`src/fpm_pkg.sv`:
```
// Constants and types for the front panel setup menu
package fpm_pkg;
  localparam int CLK_PERIOD_NS = 5;
  localparam longint SETUP_HOLD_NS = 64'd1_000_000_000;
  localparam int SETUP_HOLD_CYC = int'(SETUP_HOLD_NS / CLK_PERIOD_NS);
  localparam longint SAVE_STEP_NS = 64'd100_000_000;
  localparam int SAVE_STEP_CYC = int'(SAVE_STEP_NS / CLK_PERIOD_NS);
  localparam logic [2:0] SAVE_BAR_LEN = 3'd5;
  // Key indexes
  localparam int K_UP = 0;
  localparam int K_DN = 1;
  localparam int K_ENT = 2;
  localparam int K_RST = 3;
  localparam int K_SET = 4;
  localparam int K_LIM = 5;
  localparam int N_KEYS = 6;
  // Register byte offsets
  localparam logic [7:0] OFS_STATUS = 8'h00;
  localparam logic [7:0] OFS_SETTINGS = 8'h04;
  localparam logic [7:0] OFS_COUNT = 8'h08;
  localparam logic [7:0] OFS_PW1 = 8'h0c;
  localparam logic [7:0] OFS_PW2 = 8'h10;
  localparam logic [7:0] OFS_PW3 = 8'h14;
  localparam logic [7:0] OFS_CAL = 8'h18;
  // Settings fields
  localparam int F_FP = 0;
  localparam int F_EXC = 1;
  localparam int F_FILT = 3;
  localparam int F_DEC = 7;
  localparam int F_FAST = 10;
  // Excitation codes, filter range and reset values
  localparam logic [1:0] EXC_1V5 = 2'h0;
  localparam logic [1:0] EXC_10V = 2'h3;
  localparam logic [3:0] FILT_MIN = 4'h1;
  localparam logic [3:0] FILT_MAX = 4'h9;
  localparam logic [3:0] FILT_RESET = 4'h5;
  localparam logic [16:0] COUNT_RESET = 17'h00001;
  localparam logic [16:0] PW1_RESET = 17'h00001;
  localparam logic [16:0] PW2_RESET = 17'h00002;
  localparam logic [16:0] PW3_RESET = 17'h00003;
  // Cut-off in tenths of a hertz, filter values 1..9
  localparam logic [9:0] CUTOFF_DHZ [9] = '{10'd1000, 10'd750, 10'd500,
    10'd250, 10'd100, 10'd75, 10'd50, 10'd25, 10'd10};
  typedef enum logic [3:0] {ST_RUN, ST_LEVEL, ST_ENTRY, ST_MENU, ST_FPSUB,
    ST_PWSEL, ST_EXCSUB, ST_FILTSUB, ST_SAVE} fpm_state_t;
  typedef enum logic [3:0] {IT_FP, IT_EDITP, IT_EXC, IT_GAIN, IT_DP, IT_CAL,
    IT_LIN, IT_EOFF, IT_TARE, IT_FILT, IT_COUNT, IT_LIMITS,
    IT_RUN} fpm_item_t;
  typedef enum logic [1:0] {P_LOGIN, P_PWEDIT, P_COUNT} fpm_purpose_t;
endpackage : fpm_pkg

```
`src/fpm_front_panel_menu.sv`:
```
// Front panel setup menu controller with APB register access
// What this block does
// RULE1 - Displayed input is quantised to multiples of the stored count value
// RULE2 - Quantisation only on the display; limits and serial get raw value
// RULE3 - On a first-level item, RESET, or ENTER on run, returns to run
// RULE4 - Leaving the menus blanks display and shows a growing save bar
// RULE5 - Setup key held one second enters access, showing level prompt
// RULE6 - Up/down cycle three access levels opening more menu items
// RULE7 - Limits key picks level, then five-digit password entry opens
// RULE8 - Menu items follow the fixed order, ending with run
// RULE9 - Limits item covers four limits, or two with fast option
// RULE10 - Excitation takes one of four bipolar voltages 1.5/3/5/10 V
// RULE11 - Excitation defaults to 1.5 V
// RULE12 - Excitation sub-menu: up/down step, ENTER stores, both go to gain
// RULE13 - Excitation outputs follow the voltage shown while browsing
// RULE14 - Changing excitation clears calibration data
// RULE15 - Filter sub-menu steps value, ENTER stores, then count item
// RULE16 - Count item opens five-digit entry, then limits item
// RULE17 - Filter values 1..9 select cut-off 100 Hz down to 1 Hz
// RULE18 - Front panel off ignores run-time keys except setup
// RULE19 - Keys ignored and display held until saving completes
`timescale 1ns/10ps
module fpm_front_panel_menu import fpm_pkg::*; #(
  parameter int SETUP_HOLD = SETUP_HOLD_CYC,
  parameter int SAVE_STEP  = SAVE_STEP_CYC
) (
  input  wire logic               clk,
  input  wire logic               rst_b,
  input  wire logic               psel,
  input  wire logic               penable,
  input  wire logic               pwrite,
  input  wire logic [7:0]         paddr,
  input  wire logic [31:0]        pwdata,
  output logic      [31:0]        prdata,
  output logic                    pready,
  output logic                    pslverr,
  input  wire logic [N_KEYS-1:0]  keyPin,
  input  wire logic signed [23:0] measValue,
  output fpm_state_t              menuState,
  output fpm_item_t               menuItem,
  output logic      [1:0]         accessLevel,
  output logic      [3:0]         subValue,
  output logic      [19:0]        entryDigits,
  output logic      [2:0]         entryPos,
  output logic                    dispBlank,
  output logic      [2:0]         saveBar,
  output logic                    measShown,
  output logic signed [23:0]      dispValue,
  output logic signed [23:0]      rawValue,
  output logic      [2:0]         dispDecimals,
  output logic      [1:0]         excitOut,
  output logic      [9:0]         filterCutoff,
  output logic      [2:0]         limitCount,
  output logic                    calClear,
  output logic      [N_KEYS-1:0]  runKeys
);
  logic [N_KEYS-1:0] keyMeta, keySync, keyLast, press;
  fpm_purpose_t      purpose;
  logic [1:0]        pwSel;
  logic [31:0]       holdCnt, saveCnt;
  logic              frontPanelOn, fastLimit, calValid;
  logic [1:0]        excitation;
  logic [3:0]        filter;
  logic [16:0]       countValue;
  logic [16:0]       pw [3];
  logic [16:0]       entered;
  logic [31:0]       rdMux;
  logic              rdOk, apbWr;

  function automatic logic [16:0] fpm_digits_value(input logic [19:0] d);
    logic [16:0] acc;
    acc = '0;
    for (int i = 4; i >= 0; i--) begin
      acc = 17'(acc * 17'd10 + 17'(d[4*i+:4]));
    end
    return acc;
  endfunction : fpm_digits_value

  function automatic fpm_item_t fpm_first_item(input logic [1:0] lvl);
    unique case (lvl)
      2'd3:    return IT_FP;
      2'd2:    return IT_DP;
      default: return IT_FILT;
    endcase
  endfunction : fpm_first_item

  function automatic logic signed [23:0] fpm_quantise(
      input logic signed [23:0] v, input logic [16:0] c);
    logic [23:0] mag;
    logic [23:0] q;
    if (c < 17'd2) return v;
    mag = v[23] ? 24'(-v) : 24'(v);
    q = 24'(((mag + 24'(c >> 1)) / 24'(c)) * 24'(c));
    return v[23] ? -$signed(q) : $signed(q);
  endfunction : fpm_quantise

  // Key pins: two-stage sync, then press edge
  always_ff @(posedge clk or negedge rst_b) begin
    if (!rst_b) begin
      keyMeta <= '0;
      keySync <= '0;
      keyLast <= '0;
    end else begin
      keyMeta <= keyPin;
      keySync <= keyMeta;
      keyLast <= keySync;
    end
  end
  assign press = keySync & ~keyLast;
  assign entered = fpm_digits_value(entryDigits);
  assign apbWr = psel & penable & pready & pwrite;

  // APB read decode
  always_comb begin
    rdMux = '0;
    rdOk = 1'b1;
    unique case (paddr)
      OFS_STATUS: rdMux = {14'h0, calValid, saveBar, accessLevel, 4'h0,
                           4'(menuItem), 4'(menuState)};
      OFS_SETTINGS: rdMux = {21'h0, fastLimit, dispDecimals, filter,
                             excitation, frontPanelOn};
      OFS_COUNT: rdMux = {15'h0, countValue};
      OFS_PW1: rdMux = {15'h0, pw[0]};
      OFS_PW2: rdMux = {15'h0, pw[1]};
      OFS_PW3: rdMux = {15'h0, pw[2]};
      OFS_CAL: rdMux = {31'h0, calValid};
      default: rdOk = 1'b0;
    endcase
  end

  // APB slave: one wait state
  always_ff @(posedge clk or negedge rst_b) begin
    if (!rst_b) begin
      pready <= 1'b0;
      prdata <= '0;
      pslverr <= 1'b0;
    end else begin
      pready <= psel & penable & ~pready;
      if (psel & penable & ~pready) begin
        prdata <= pwrite ? 32'h0 : rdMux;
        pslverr <= ~rdOk;
      end
    end
  end

  // Menu sequencer and stored settings
  always_ff @(posedge clk or negedge rst_b) begin
    if (!rst_b) begin
      menuState <= ST_RUN;
      menuItem <= IT_FP;
      accessLevel <= 2'd1;
      subValue <= '0;
      entryDigits <= '0;
      entryPos <= '0;
      purpose <= P_LOGIN;
      pwSel <= '0;
      holdCnt <= '0;
      saveCnt <= '0;
      saveBar <= '0;
      dispBlank <= 1'b0;
      calClear <= 1'b0;
      frontPanelOn <= 1'b1;
      fastLimit <= 1'b0;
      calValid <= 1'b0;
      excitation <= EXC_1V5; // [RULE11]
      filter <= FILT_RESET;
      dispDecimals <= '0;
      countValue <= COUNT_RESET;
      pw[0] <= PW1_RESET;
      pw[1] <= PW2_RESET;
      pw[2] <= PW3_RESET;
    end else begin
      calClear <= 1'b0;
      if (apbWr) begin
        unique case (paddr)
          OFS_SETTINGS: begin
            frontPanelOn <= pwdata[F_FP];
            fastLimit <= pwdata[F_FAST];
            dispDecimals <= pwdata[F_DEC+:3];
            if (pwdata[F_FILT+:4] >= FILT_MIN &&
                pwdata[F_FILT+:4] <= FILT_MAX) begin
              filter <= pwdata[F_FILT+:4];
            end
            if (pwdata[F_EXC+:2] != excitation) begin
              calValid <= 1'b0; // [RULE14]
              calClear <= 1'b1;
            end
            excitation <= pwdata[F_EXC+:2];
          end
          OFS_COUNT: countValue <= pwdata[16:0];
          OFS_PW1: pw[0] <= pwdata[16:0];
          OFS_PW2: pw[1] <= pwdata[16:0];
          OFS_PW3: pw[2] <= pwdata[16:0];
          OFS_CAL: calValid <= pwdata[0];
          default: ;
        endcase
      end
      unique case (menuState)
        ST_RUN: begin
          if (keySync[K_SET]) begin
            holdCnt <= holdCnt + 32'd1;
            if (holdCnt >= 32'(SETUP_HOLD - 1)) begin // [RULE5]
              holdCnt <= '0;
              accessLevel <= 2'd1;
              menuState <= ST_LEVEL;
            end
          end else begin
            holdCnt <= '0;
          end
        end
        ST_LEVEL: begin
          if (press[K_UP]) begin // [RULE6]
            accessLevel <= (accessLevel == 2'd3) ? 2'd1 : accessLevel + 2'd1;
          end else if (press[K_DN]) begin
            accessLevel <= (accessLevel == 2'd1) ? 2'd3 : accessLevel - 2'd1;
          end else if (press[K_LIM]) begin // [RULE7]
            purpose <= P_LOGIN;
            entryDigits <= '0;
            entryPos <= '0;
            menuState <= ST_ENTRY;
          end
        end
        ST_ENTRY: begin
          if (press[K_UP]) begin
            entryDigits[4*entryPos+:4] <= (entryDigits[4*entryPos+:4] ==
              4'h9) ? 4'h0 : entryDigits[4*entryPos+:4] + 4'h1;
          end else if (press[K_DN]) begin
            entryDigits[4*entryPos+:4] <= (entryDigits[4*entryPos+:4] ==
              4'h0) ? 4'h9 : entryDigits[4*entryPos+:4] - 4'h1;
          end else if (press[K_ENT] &&
                       (press[K_RST] || entryPos == 3'd4)) begin
            unique case (purpose)
              P_LOGIN: begin
                if (entered == pw[accessLevel-2'd1]) begin
                  menuItem <= fpm_first_item(accessLevel); // [RULE6]
                  menuState <= ST_MENU;
                end else begin
                  menuState <= ST_RUN;
                end
              end
              P_PWEDIT: begin
                pw[pwSel] <= entered;
                pwSel <= (pwSel == 2'd2) ? 2'd0 : pwSel + 2'd1;
                menuState <= ST_PWSEL;
              end
              P_COUNT: begin
                countValue <= entered;
                menuItem <= IT_LIMITS; // [RULE16]
                menuState <= ST_MENU;
              end
            endcase
          end else if (press[K_ENT]) begin
            entryPos <= entryPos + 3'd1;
          end else if (press[K_RST]) begin
            menuState <= (purpose == P_LOGIN) ? ST_RUN :
                         (purpose == P_PWEDIT) ? ST_PWSEL : ST_MENU;
          end
        end
        ST_MENU: begin
          if (press[K_RST] || (press[K_ENT] && menuItem == IT_RUN)) begin
            saveCnt <= '0; // [RULE3]
            saveBar <= '0;
            dispBlank <= 1'b1; // [RULE4]
            menuState <= ST_SAVE;
          end else if (press[K_DN] && menuItem != IT_RUN) begin
            menuItem <= fpm_item_t'(4'(menuItem) + 4'h1); // [RULE8]
          end else if (press[K_UP] &&
                       menuItem != fpm_first_item(accessLevel)) begin
            menuItem <= fpm_item_t'(4'(menuItem) - 4'h1);
          end else if (press[K_ENT]) begin
            unique case (menuItem)
              IT_FP: begin
                subValue <= {3'h0, frontPanelOn};
                menuState <= ST_FPSUB;
              end
              IT_EDITP: begin
                pwSel <= '0;
                menuState <= ST_PWSEL;
              end
              IT_EXC: begin
                subValue <= {2'h0, excitation};
                menuState <= ST_EXCSUB;
              end
              IT_FILT: begin
                subValue <= filter;
                menuState <= ST_FILTSUB;
              end
              IT_COUNT: begin
                purpose <= P_COUNT; // [RULE16]
                entryDigits <= '0;
                entryPos <= '0;
                menuState <= ST_ENTRY;
              end
              default: ;
            endcase
          end
        end
        ST_FPSUB: begin
          if (press[K_UP] || press[K_DN]) begin
            subValue[0] <= ~subValue[0];
          end else if (press[K_ENT] || press[K_RST]) begin
            if (press[K_ENT]) frontPanelOn <= subValue[0];
            menuItem <= IT_EDITP;
            menuState <= ST_MENU;
          end
        end
        ST_PWSEL: begin
          if (press[K_UP]) begin
            pwSel <= (pwSel == 2'd2) ? 2'd0 : pwSel + 2'd1;
          end else if (press[K_DN]) begin
            pwSel <= (pwSel == 2'd0) ? 2'd2 : pwSel - 2'd1;
          end else if (press[K_ENT]) begin
            purpose <= P_PWEDIT;
            entryDigits <= '0;
            entryPos <= '0;
            menuState <= ST_ENTRY;
          end else if (press[K_RST]) begin
            menuItem <= IT_EXC;
            menuState <= ST_MENU;
          end
        end
        ST_EXCSUB: begin
          if (press[K_UP]) begin // [RULE10] [RULE12]
            subValue <= (subValue[1:0] == EXC_10V) ? {2'h0, EXC_1V5} :
                        subValue + 4'h1;
          end else if (press[K_DN]) begin
            subValue <= (subValue[1:0] == EXC_1V5) ? {2'h0, EXC_10V} :
                        subValue - 4'h1;
          end else if (press[K_ENT] || press[K_RST]) begin
            if (press[K_ENT]) begin
              excitation <= subValue[1:0];
              if (subValue[1:0] != excitation) begin
                calValid <= 1'b0; // [RULE14]
                calClear <= 1'b1;
              end
            end
            menuItem <= IT_GAIN; // [RULE12]
            menuState <= ST_MENU;
          end
        end
        ST_FILTSUB: begin
          if (press[K_UP]) begin // [RULE15]
            subValue <= (subValue == FILT_MAX) ? FILT_MIN : subValue + 4'h1;
          end else if (press[K_DN]) begin
            subValue <= (subValue == FILT_MIN) ? FILT_MAX : subValue - 4'h1;
          end else if (press[K_ENT] || press[K_RST]) begin
            if (press[K_ENT]) filter <= subValue;
            menuItem <= IT_COUNT;
            menuState <= ST_MENU;
          end
        end
        ST_SAVE: begin
          saveCnt <= saveCnt + 32'd1; // [RULE19]
          if (saveCnt >= 32'(SAVE_STEP - 1)) begin
            saveCnt <= '0;
            saveBar <= saveBar + 3'd1; // [RULE4]
            if (saveBar == SAVE_BAR_LEN - 3'd1) begin
              saveBar <= '0;
              dispBlank <= 1'b0;
              menuState <= ST_RUN;
            end
          end
        end
      endcase
    end
  end

  // Display, excitation and run-time key outputs
  always_ff @(posedge clk or negedge rst_b) begin
    if (!rst_b) begin
      measShown <= 1'b0;
      dispValue <= '0;
      rawValue <= '0;
      excitOut <= EXC_1V5;
      filterCutoff <= CUTOFF_DHZ[0];
      limitCount <= 3'd4;
      runKeys <= '0;
    end else begin
      measShown <= (menuState == ST_RUN); // [RULE19]
      dispValue <= fpm_quantise(measValue, countValue); // [RULE1]
      rawValue <= measValue; // [RULE2]
      excitOut <= (menuState == ST_EXCSUB) ? subValue[1:0] :
                  excitation; // [RULE13]
      filterCutoff <= CUTOFF_DHZ[filter - FILT_MIN]; // [RULE17]
      limitCount <= fastLimit ? 3'd2 : 3'd4; // [RULE9]
      runKeys <= (menuState == ST_RUN && frontPanelOn) ?
                 (press & ~(N_KEYS'(1) << K_SET)) : '0; // [RULE18]
    end
  end
endmodule : fpm_front_panel_menu

```
`config.mk`:
```
export PLATFORM = sky130hd
export DESIGN_NAME = fpm_front_panel_menu
export DESIGN_NICKNAME = d
export VERILOG_FILES = /design/src/fpm_pkg.sv /design/src/fpm_front_panel_menu.sv
export SDC_FILE = /design/constraint.sdc
export NUM_CORES = 2
export LEC_CHECK = 0
export BUFFER_PORTS_ARGS = -buffer_cell sky130_fd_sc_hd__buf_2
export CORE_MARGIN = 4
export CORE_UTILIZATION = 50
export DETAILED_ROUTE_END_ITERATION = 7
export PLACE_DENSITY_LB_ADDON = 0.25
export RECOVER_POWER = 25
export SYNTH_ARGS = -nofsm -noshare
export SYNTH_HDL_FRONTEND = slang
export SYNTH_SLANG_ARGS = --single-unit
```
`constraint.sdc`:
```
create_clock -name clk -period 69.4 [get_ports clk]
set_clock_uncertainty 0.15 [all_clocks]
set_input_delay 6.94 -clock clk [delete_from_list [all_inputs] [get_ports clk]]
set_output_delay 6.94 -clock clk [all_outputs]
set_load 0.005 [all_outputs]
```
# ---- After elaboration in Yosys (flattened, before gate mapping)
# Memories as Yosys holds them, arrays and structs flattened. A register that Yosys moved wholly into a read port is not among the register bits.
# Index checks and enable logic that the tools add are counted.
dict set report op_classes {
  add_sub_neg 23
  multipliers 5
  div 1
  magnitude_cmp 8
  eq_ne 88
  shift 4
  mux 223
  bitwise 12
  reduce_logical 42
}
# cell n
set op_table {}
lappend op_table {{$mux W51} 6}
lappend op_table {{$mux W4} 68}
lappend op_table {{$mux W20} 13}
lappend op_table {{$mux W17} 13}
lappend op_table {{$mux W32} 5}
lappend op_table {{$pmux W18 S7} 1}
lappend op_table {{$mux W24} 4}
lappend op_table {{$pmux W20 S4} 1}
lappend op_table {{$mux W2} 39}
lappend op_table {{$ne A2 B2 Y1 const B} 34}
lappend op_table {{$shiftx A4 B34 Y20} 2}
lappend op_table {{$add A32 B1 Y32 const B} 2}
lappend op_table {{$pmux W32 S2} 1}
lappend op_table {{$mux W3} 21}
lappend op_table {{$bwmux W51} 1}
lappend op_table {{$neg A24 Y24} 2}
lappend op_table {{$bwmux W20} 2}
lappend op_table {{$ne A3 B3 Y1 const B} 13}
lappend op_table {{$add A17 B4 Y17} 2}
lappend op_table {{$bmux W17 S2} 1}
lappend op_table {{$demux W17 S2} 1}
lappend op_table {{$neg A5 Y34} 1}
lappend op_table {{$shift A4 B34 Y20 const A} 1}
lappend op_table {{$ge A32 B25 Y1 const B} 1}
lappend op_table {{82 further kinds} 171}
dict set report totals {
  ff_bits 302
  romBits 160
  inputBits 75
  out_inout_bits 149
  elab_cells 443
  n_memories 1
}
# name words width rd rd_clocked_by_memory_dff write_ports line_no
set memory_table {}
lappend memory_table {{(no name shown)} 16 10 1 1 0 fpm_front_panel_menu.sv:384} ;# filterCutoff <= CUTOFF_DHZ[filter - FILT_MIN];

# ---- Logic depth before layout (Yosys ltp)
dict set report depth {
  word_depth 15
  mapped_depth 312
  mapped_depth_nobuf 289
}

# ---- Worst setup path after synthesis
# OpenSTA, ideal clock, no wires.
dict set report synth_path {
  path_kind {input port to flip-flop}
  start {input measValue[23]}
  end {register dispValue[23]}
  setup_ps 69
  t_arrival_ps 66515
  t_required_ps 69181
  slack_ps 2666
  path_stages 287
  n_path_buf 34
  path_cell_list {clkbuf_1 > clkbuf_1 > clkbuf_1 > clkbuf_1 > o31ai_1 > xnor2_1 > ha_1 > and3_1 > and3_1 > a2111oi_0 > o211ai_1 > and2_1 > nand3b_1 > xnor2_1 > inv_1 > ha_1 > o21ai_0 > a21oi_1 > [251 not listed] > ha_1 > a21oi_1 > o21bai_1 > a21oi_1 > o21bai_1 > a21oi_1 > o21bai_1 > a21oi_1 > o21bai_1 > a21oi_1 > o21bai_1 > a21oi_1 > o21ai_0 > xor2_1 > or4_1 > or4_1 > or3_1 > nand3_1}
}
dict set report synth_between {
  elab_chain_cells 8
  elab_cells_between_ends 9
  cone_classes {add/sub: 3; mul: 1; div: 1; mux: 4}
}
# item line_no
set synth_rtl {}
lappend synth_rtl {{start: declaration} fpm_front_panel_menu.sv:38} ;# input wire logic signed [23:0] measValue,
lappend synth_rtl {{$neg A24 Y24} fpm_front_panel_menu.sv:92} ;# mag = v[23] ? 24'(-v) : 24'(v);
lappend synth_rtl {{$mux W24} fpm_front_panel_menu.sv:92}
lappend synth_rtl {{$add A24 B16 Y24} fpm_front_panel_menu.sv:93} ;# q = 24'(((mag + 24'(c >> 1)) / 24'(c)) * 24'(c));
lappend synth_rtl {{$div A24 B17 Y24} fpm_front_panel_menu.sv:93}
lappend synth_rtl {{$mul A24 B17 Y24} fpm_front_panel_menu.sv:93}
lappend synth_rtl {{$neg A24 Y24} fpm_front_panel_menu.sv:94} ;# return v[23] ? -$signed(q) : $signed(q);
lappend synth_rtl {{$mux W24} fpm_front_panel_menu.sv:94}
lappend synth_rtl {{$mux W24 (*)} fpm_front_panel_menu.sv:92}
lappend synth_rtl {{end signal: assignment} fpm_front_panel_menu.sv:380} ;# dispValue <= fpm_quantise(measValue, countValue);
lappend synth_rtl {{end: declaration} fpm_front_panel_menu.sv:48} ;# output logic signed [23:0] dispValue,
# Every way passes the cells marked *; elsewhere a longest branch is shown, timed or not. The select of a mux whose other input is x is not followed.
# A chain may end at the register's enable or synchronous reset.

# ---- Final worst setup path
dict set report layout_path {
  start {input measValue[3]}
  end {register dispValue[23]}
}
dict set report layout_between {
  elab_chain_cells 8
}
# item line_no
set layout_rtl {}
lappend layout_rtl {{$neg A24 Y24} fpm_front_panel_menu.sv:92}
lappend layout_rtl {{$mux W24 (*)} fpm_front_panel_menu.sv:92}
lappend layout_rtl {{$add A24 B16 Y24 (*)} fpm_front_panel_menu.sv:93}
lappend layout_rtl {{$div A24 B17 Y24 (*)} fpm_front_panel_menu.sv:93}
lappend layout_rtl {{$mul A24 B17 Y24 (*)} fpm_front_panel_menu.sv:93}
lappend layout_rtl {{$neg A24 Y24} fpm_front_panel_menu.sv:94}
lappend layout_rtl {{$mux W24 (*)} fpm_front_panel_menu.sv:94}
lappend layout_rtl {{$mux W24 (*)} fpm_front_panel_menu.sv:92}
# Every way passes the cells marked *; elsewhere a longest branch is shown, timed or not.

==> metrics.md <==
| Metric | Value |
|---|---|
| Max cap viols | 2 |
| Largest net degree at the start of global routing | 80 |
| Port bufs | 192 |
| Top routing layer used | met5 |
| Placed insts | 6,823 |
| NumNets Final | 6,543 |
| Crit path launch type | input port |
| FF-to-FF Start | countValue[1] |
| Critical path's largest stage delay | around 0.58 ns |
| Routed Antenna Nets | 0 |
| CTS sink cnt | 295 |
| Final cell count without fillers | between 6,000 and 7,000 |
| Crit. Startpoint | measValue[3] |
| Post-Route WL | 129 mm |
| Asr flop ratio synth | 1.00 |
| Core Footprint | between 80,000 and 90,000 um^2 |
| Met3 wire length | about 8.9 mm |
| Post-synth top cells | nand2_1, ha_1, nor2_1 |
| Number of synthesized register bits | 295 |
| Reg2reg path depth | 278 |
| Post-route clock period utilization | 0.944 |
| Die height | about 300 um |
| H-tree Lvls | 1 |
| M1 wire length | roughly 52 mm |
| Crit Path Max Fanout | 13 |
| Worst Path Required | 69.75 ns |
| WHS Path Cells | 0 |
| Count leader, synth | nand2_1 |
| Global-route wire length before repair | roughly 210 mm |
| Initial Util | 0.506 |
| Worst hold path type | reg2reg |
| Grt total ovfl | 0 |
| CP max stage cell | or4_4 |
| Min cycle time layout | between 60 and 70 ns |
| Total Routing Usage GR | 0.282 |
| Max-slew headroom | -1.31 |
| Library cells used by synthesis | roughly 100 |
| Vias per cell | roughly 5.9 |
| Die Area | a little under 90,000 um^2 |
| DR vias | 40,700 |
| CP Data Arrival Time | 65.88 ns |
| RR Endpoint | dispValue[23] |
| Number of DRC markers in iteration 0 | about 2,900 |
| Most used DFF post-synth | dfrtp_1 |
| Final hold viol count | 0 |
| Synth Warn # | 0 |
| Initial antenna violation count | 13 |
| Syn Inst Count | 5,216 |
| Most common cell on crit path | a21oi_1 |
| Crit Path Class | in2reg |
| CTS tree | yes |
| Reg2reg setup slack | about 11 ns |
| Worst Hold Launch | keyMeta[2] |
| CP Capture Type | flop |
| DR WL/cell | 18.7 um |
| Status | finished, violations left |
| Placer Congestion | 0.988 |
| Synth Area per Inst | 8.00 um^2 |
| Mapped cell area | 41,700 um^2 |
| Synth top area share | 0.167 |
| Vias in the first global route | 39,700 |
| Chip width | 297 um |
| I/O Pins | 224 |
| Clock Path Buffers | 3 |
| Clock Tree Root | clkbuf_16 |
| DRC | 0 |
| Setup violators final | 0 |
| Post-synth EDFFs | 0 |
| Area Overhead vs Synth | 17.1% |
| Failing checks | max-capacitance violations, max-slew violations |
| Final slew viol count | between 100 and 150 |
| Slew @ Worst Pin | between 3 and 4 ns |
| DP Wirelength | about 100 mm |
| Met2 WL | 61.9 mm |
| Rows | between 100 and 150 |
| Cell taking the most area after synthesis | dfrtp_1 |
| Share of cells above drive strength 1 | 0.179 |
| Clock transition at path regs | around 0.06 ns |
| Fmax achieved | 15.3 MHz |
| DR pass1 iterations | 6 |
| Clk Latency, worst-skew pair | 0.58 ns |
| CTS Buf Count | 31 |
| Post-synthesis sequential area ratio | 0.177 |
| Synth area leaders | dfrtp_1, ha_1, fa_1 |
| Hold Crit Endpoint | keySync[2] |
## layout make-up
class / instances / area, um^2
Fill cell: 7503 / 33500
Multi-Input combinational cell: 4276 / 32200
Sequential cell: 295 / 7400
Timing Repair Buffer: 749 / 5140
Inverter: 445 / 1670
Tap cell: 1070 / 1340
Clock buffer: 40 / 850
Clock inverter: 17 / 275
Antenna cell: 6 / 15.0
## timing repair
action | CTS | global route
endpoints found under the setup margin | 0 | 20
gates resized for setup | 0 | 76
setup buffers | 0 | 12
hold buffers | 0 | 0
## critical path: cells and delay by family
| kind | cells | cell delay [ns] |
|---|---|---|
| AND/OR/NAND/NOR | 69 | 13.02 |
| AO/OA/AOI/OAI | 145 | 28.80 |
| XOR/XNOR | 4 | 0.70 |
| adder cells (fa/ha/maj) | 31 | 10.36 |
| buffers and inverters | 26 | 4.24 |
| multiplexers | 6 | 1.70 |
## kinds of logic (layout without fill, tap and decap cells)
group,after synthesis,count (layout),synth area share
fa+ha+maj,671,671,0.239
compound gates,1356,1356,0.210
xor+xnor,322,322,0.0683
buf+inv,661,1251,0.0613
mux,202,202,0.0518
other cells,1,23,0.0000899
simple gates,1708,1708,0.193
flops,295,295,0.177
## how the worst max path moves through the flow
stage	end	slack (ns)
floorplan	dispValue[23]	2.67
detailed placement	dispValue[23]	0.53
CTS	dispValue[23]	0.77
finish	dispValue[23]	3.87
global route	dispValue[23]	-0.19
global placement	dispValue[23]	1.19
## cells in the final DEF (no fill, tap or decap), drive strengths merged, types with 20 or more instances in the layout
| cell type | count |
|---|---|
| o211ai | 42 |
| o21ai | 340 |
| dfrtp | 279 |
| a221oi | 21 |
| o31ai | 71 |
| nand3 | 116 |
| nand2b | 74 |
| a21o | 79 |
| nor2 | 459 |
| o21bai | 41 |
| a21oi | 358 |
| or2 | 32 |
| fa | 208 |
| mux2i | 96 |
| a22oi | 40 |
| nor4 | 31 |
| or3 | 50 |
| nand2 | 571 |
| nand4 | 29 |
| buf | 730 |
| a31oi | 37 |
| xnor2 | 204 |
| ha | 462 |
| and2 | 32 |
| o21a | 97 |
| clkbuf | 59 |
| a21boi | 20 |
| and3 | 64 |
| xor2 | 117 |
| a211oi | 24 |
| mux2 | 106 |
| inv | 442 |
| nor3 | 129 |
| nor2b | 48 |
## sequential cells by signal (all words and copies together), names as in the netlist, 3 cells and up
signal / count
countValue: 17
dispDecimals: 3
dispValue: 24
entryDigits: 20
entryPos: 3
filter: 4
filterCutoff: 10
holdCnt: 32
keyLast: 5
keyMeta: 6
keySync: 6
menuItem: 4
menuState: 4
prdata: 18
pw: 51
rawValue: 24
runKeys: 5
saveBar: 3
saveCnt: 32
subValue: 4
## through the flow
| stage | hold slack (ns) | TNS (ns) | util | setup slack [ns] | instance area [um^2] |
|---|---|---|---|---|---|
| finish | 0.199 | 0 | 0.593 | 3.87 | 48900 |
| global route | 0.204 | -0.301 | 0.593 | -0.189 | 48800 |
| CTS | 0.199 | 0 | 0.589 | 0.771 | 48500 |
| detailed placement | 0.185 | 0 | 0.575 | 0.535 | 47400 |
| global placement | 0.182 | 0 | 0.575 | 1.19 | 47400 |
| floorplan | 0.181 | 0 | - | 2.67 | 41800 |
## routing by layer
metal,track usage,up-vias
met5,0,-
met4,0.122,14
met3,0.0416,341
met2,0.489,1406
met1,0.351,19400
li1,-,19500
Power is not shown: default switching activity piles up to over one toggle a cycle in this logic, so the estimate is an artifact.
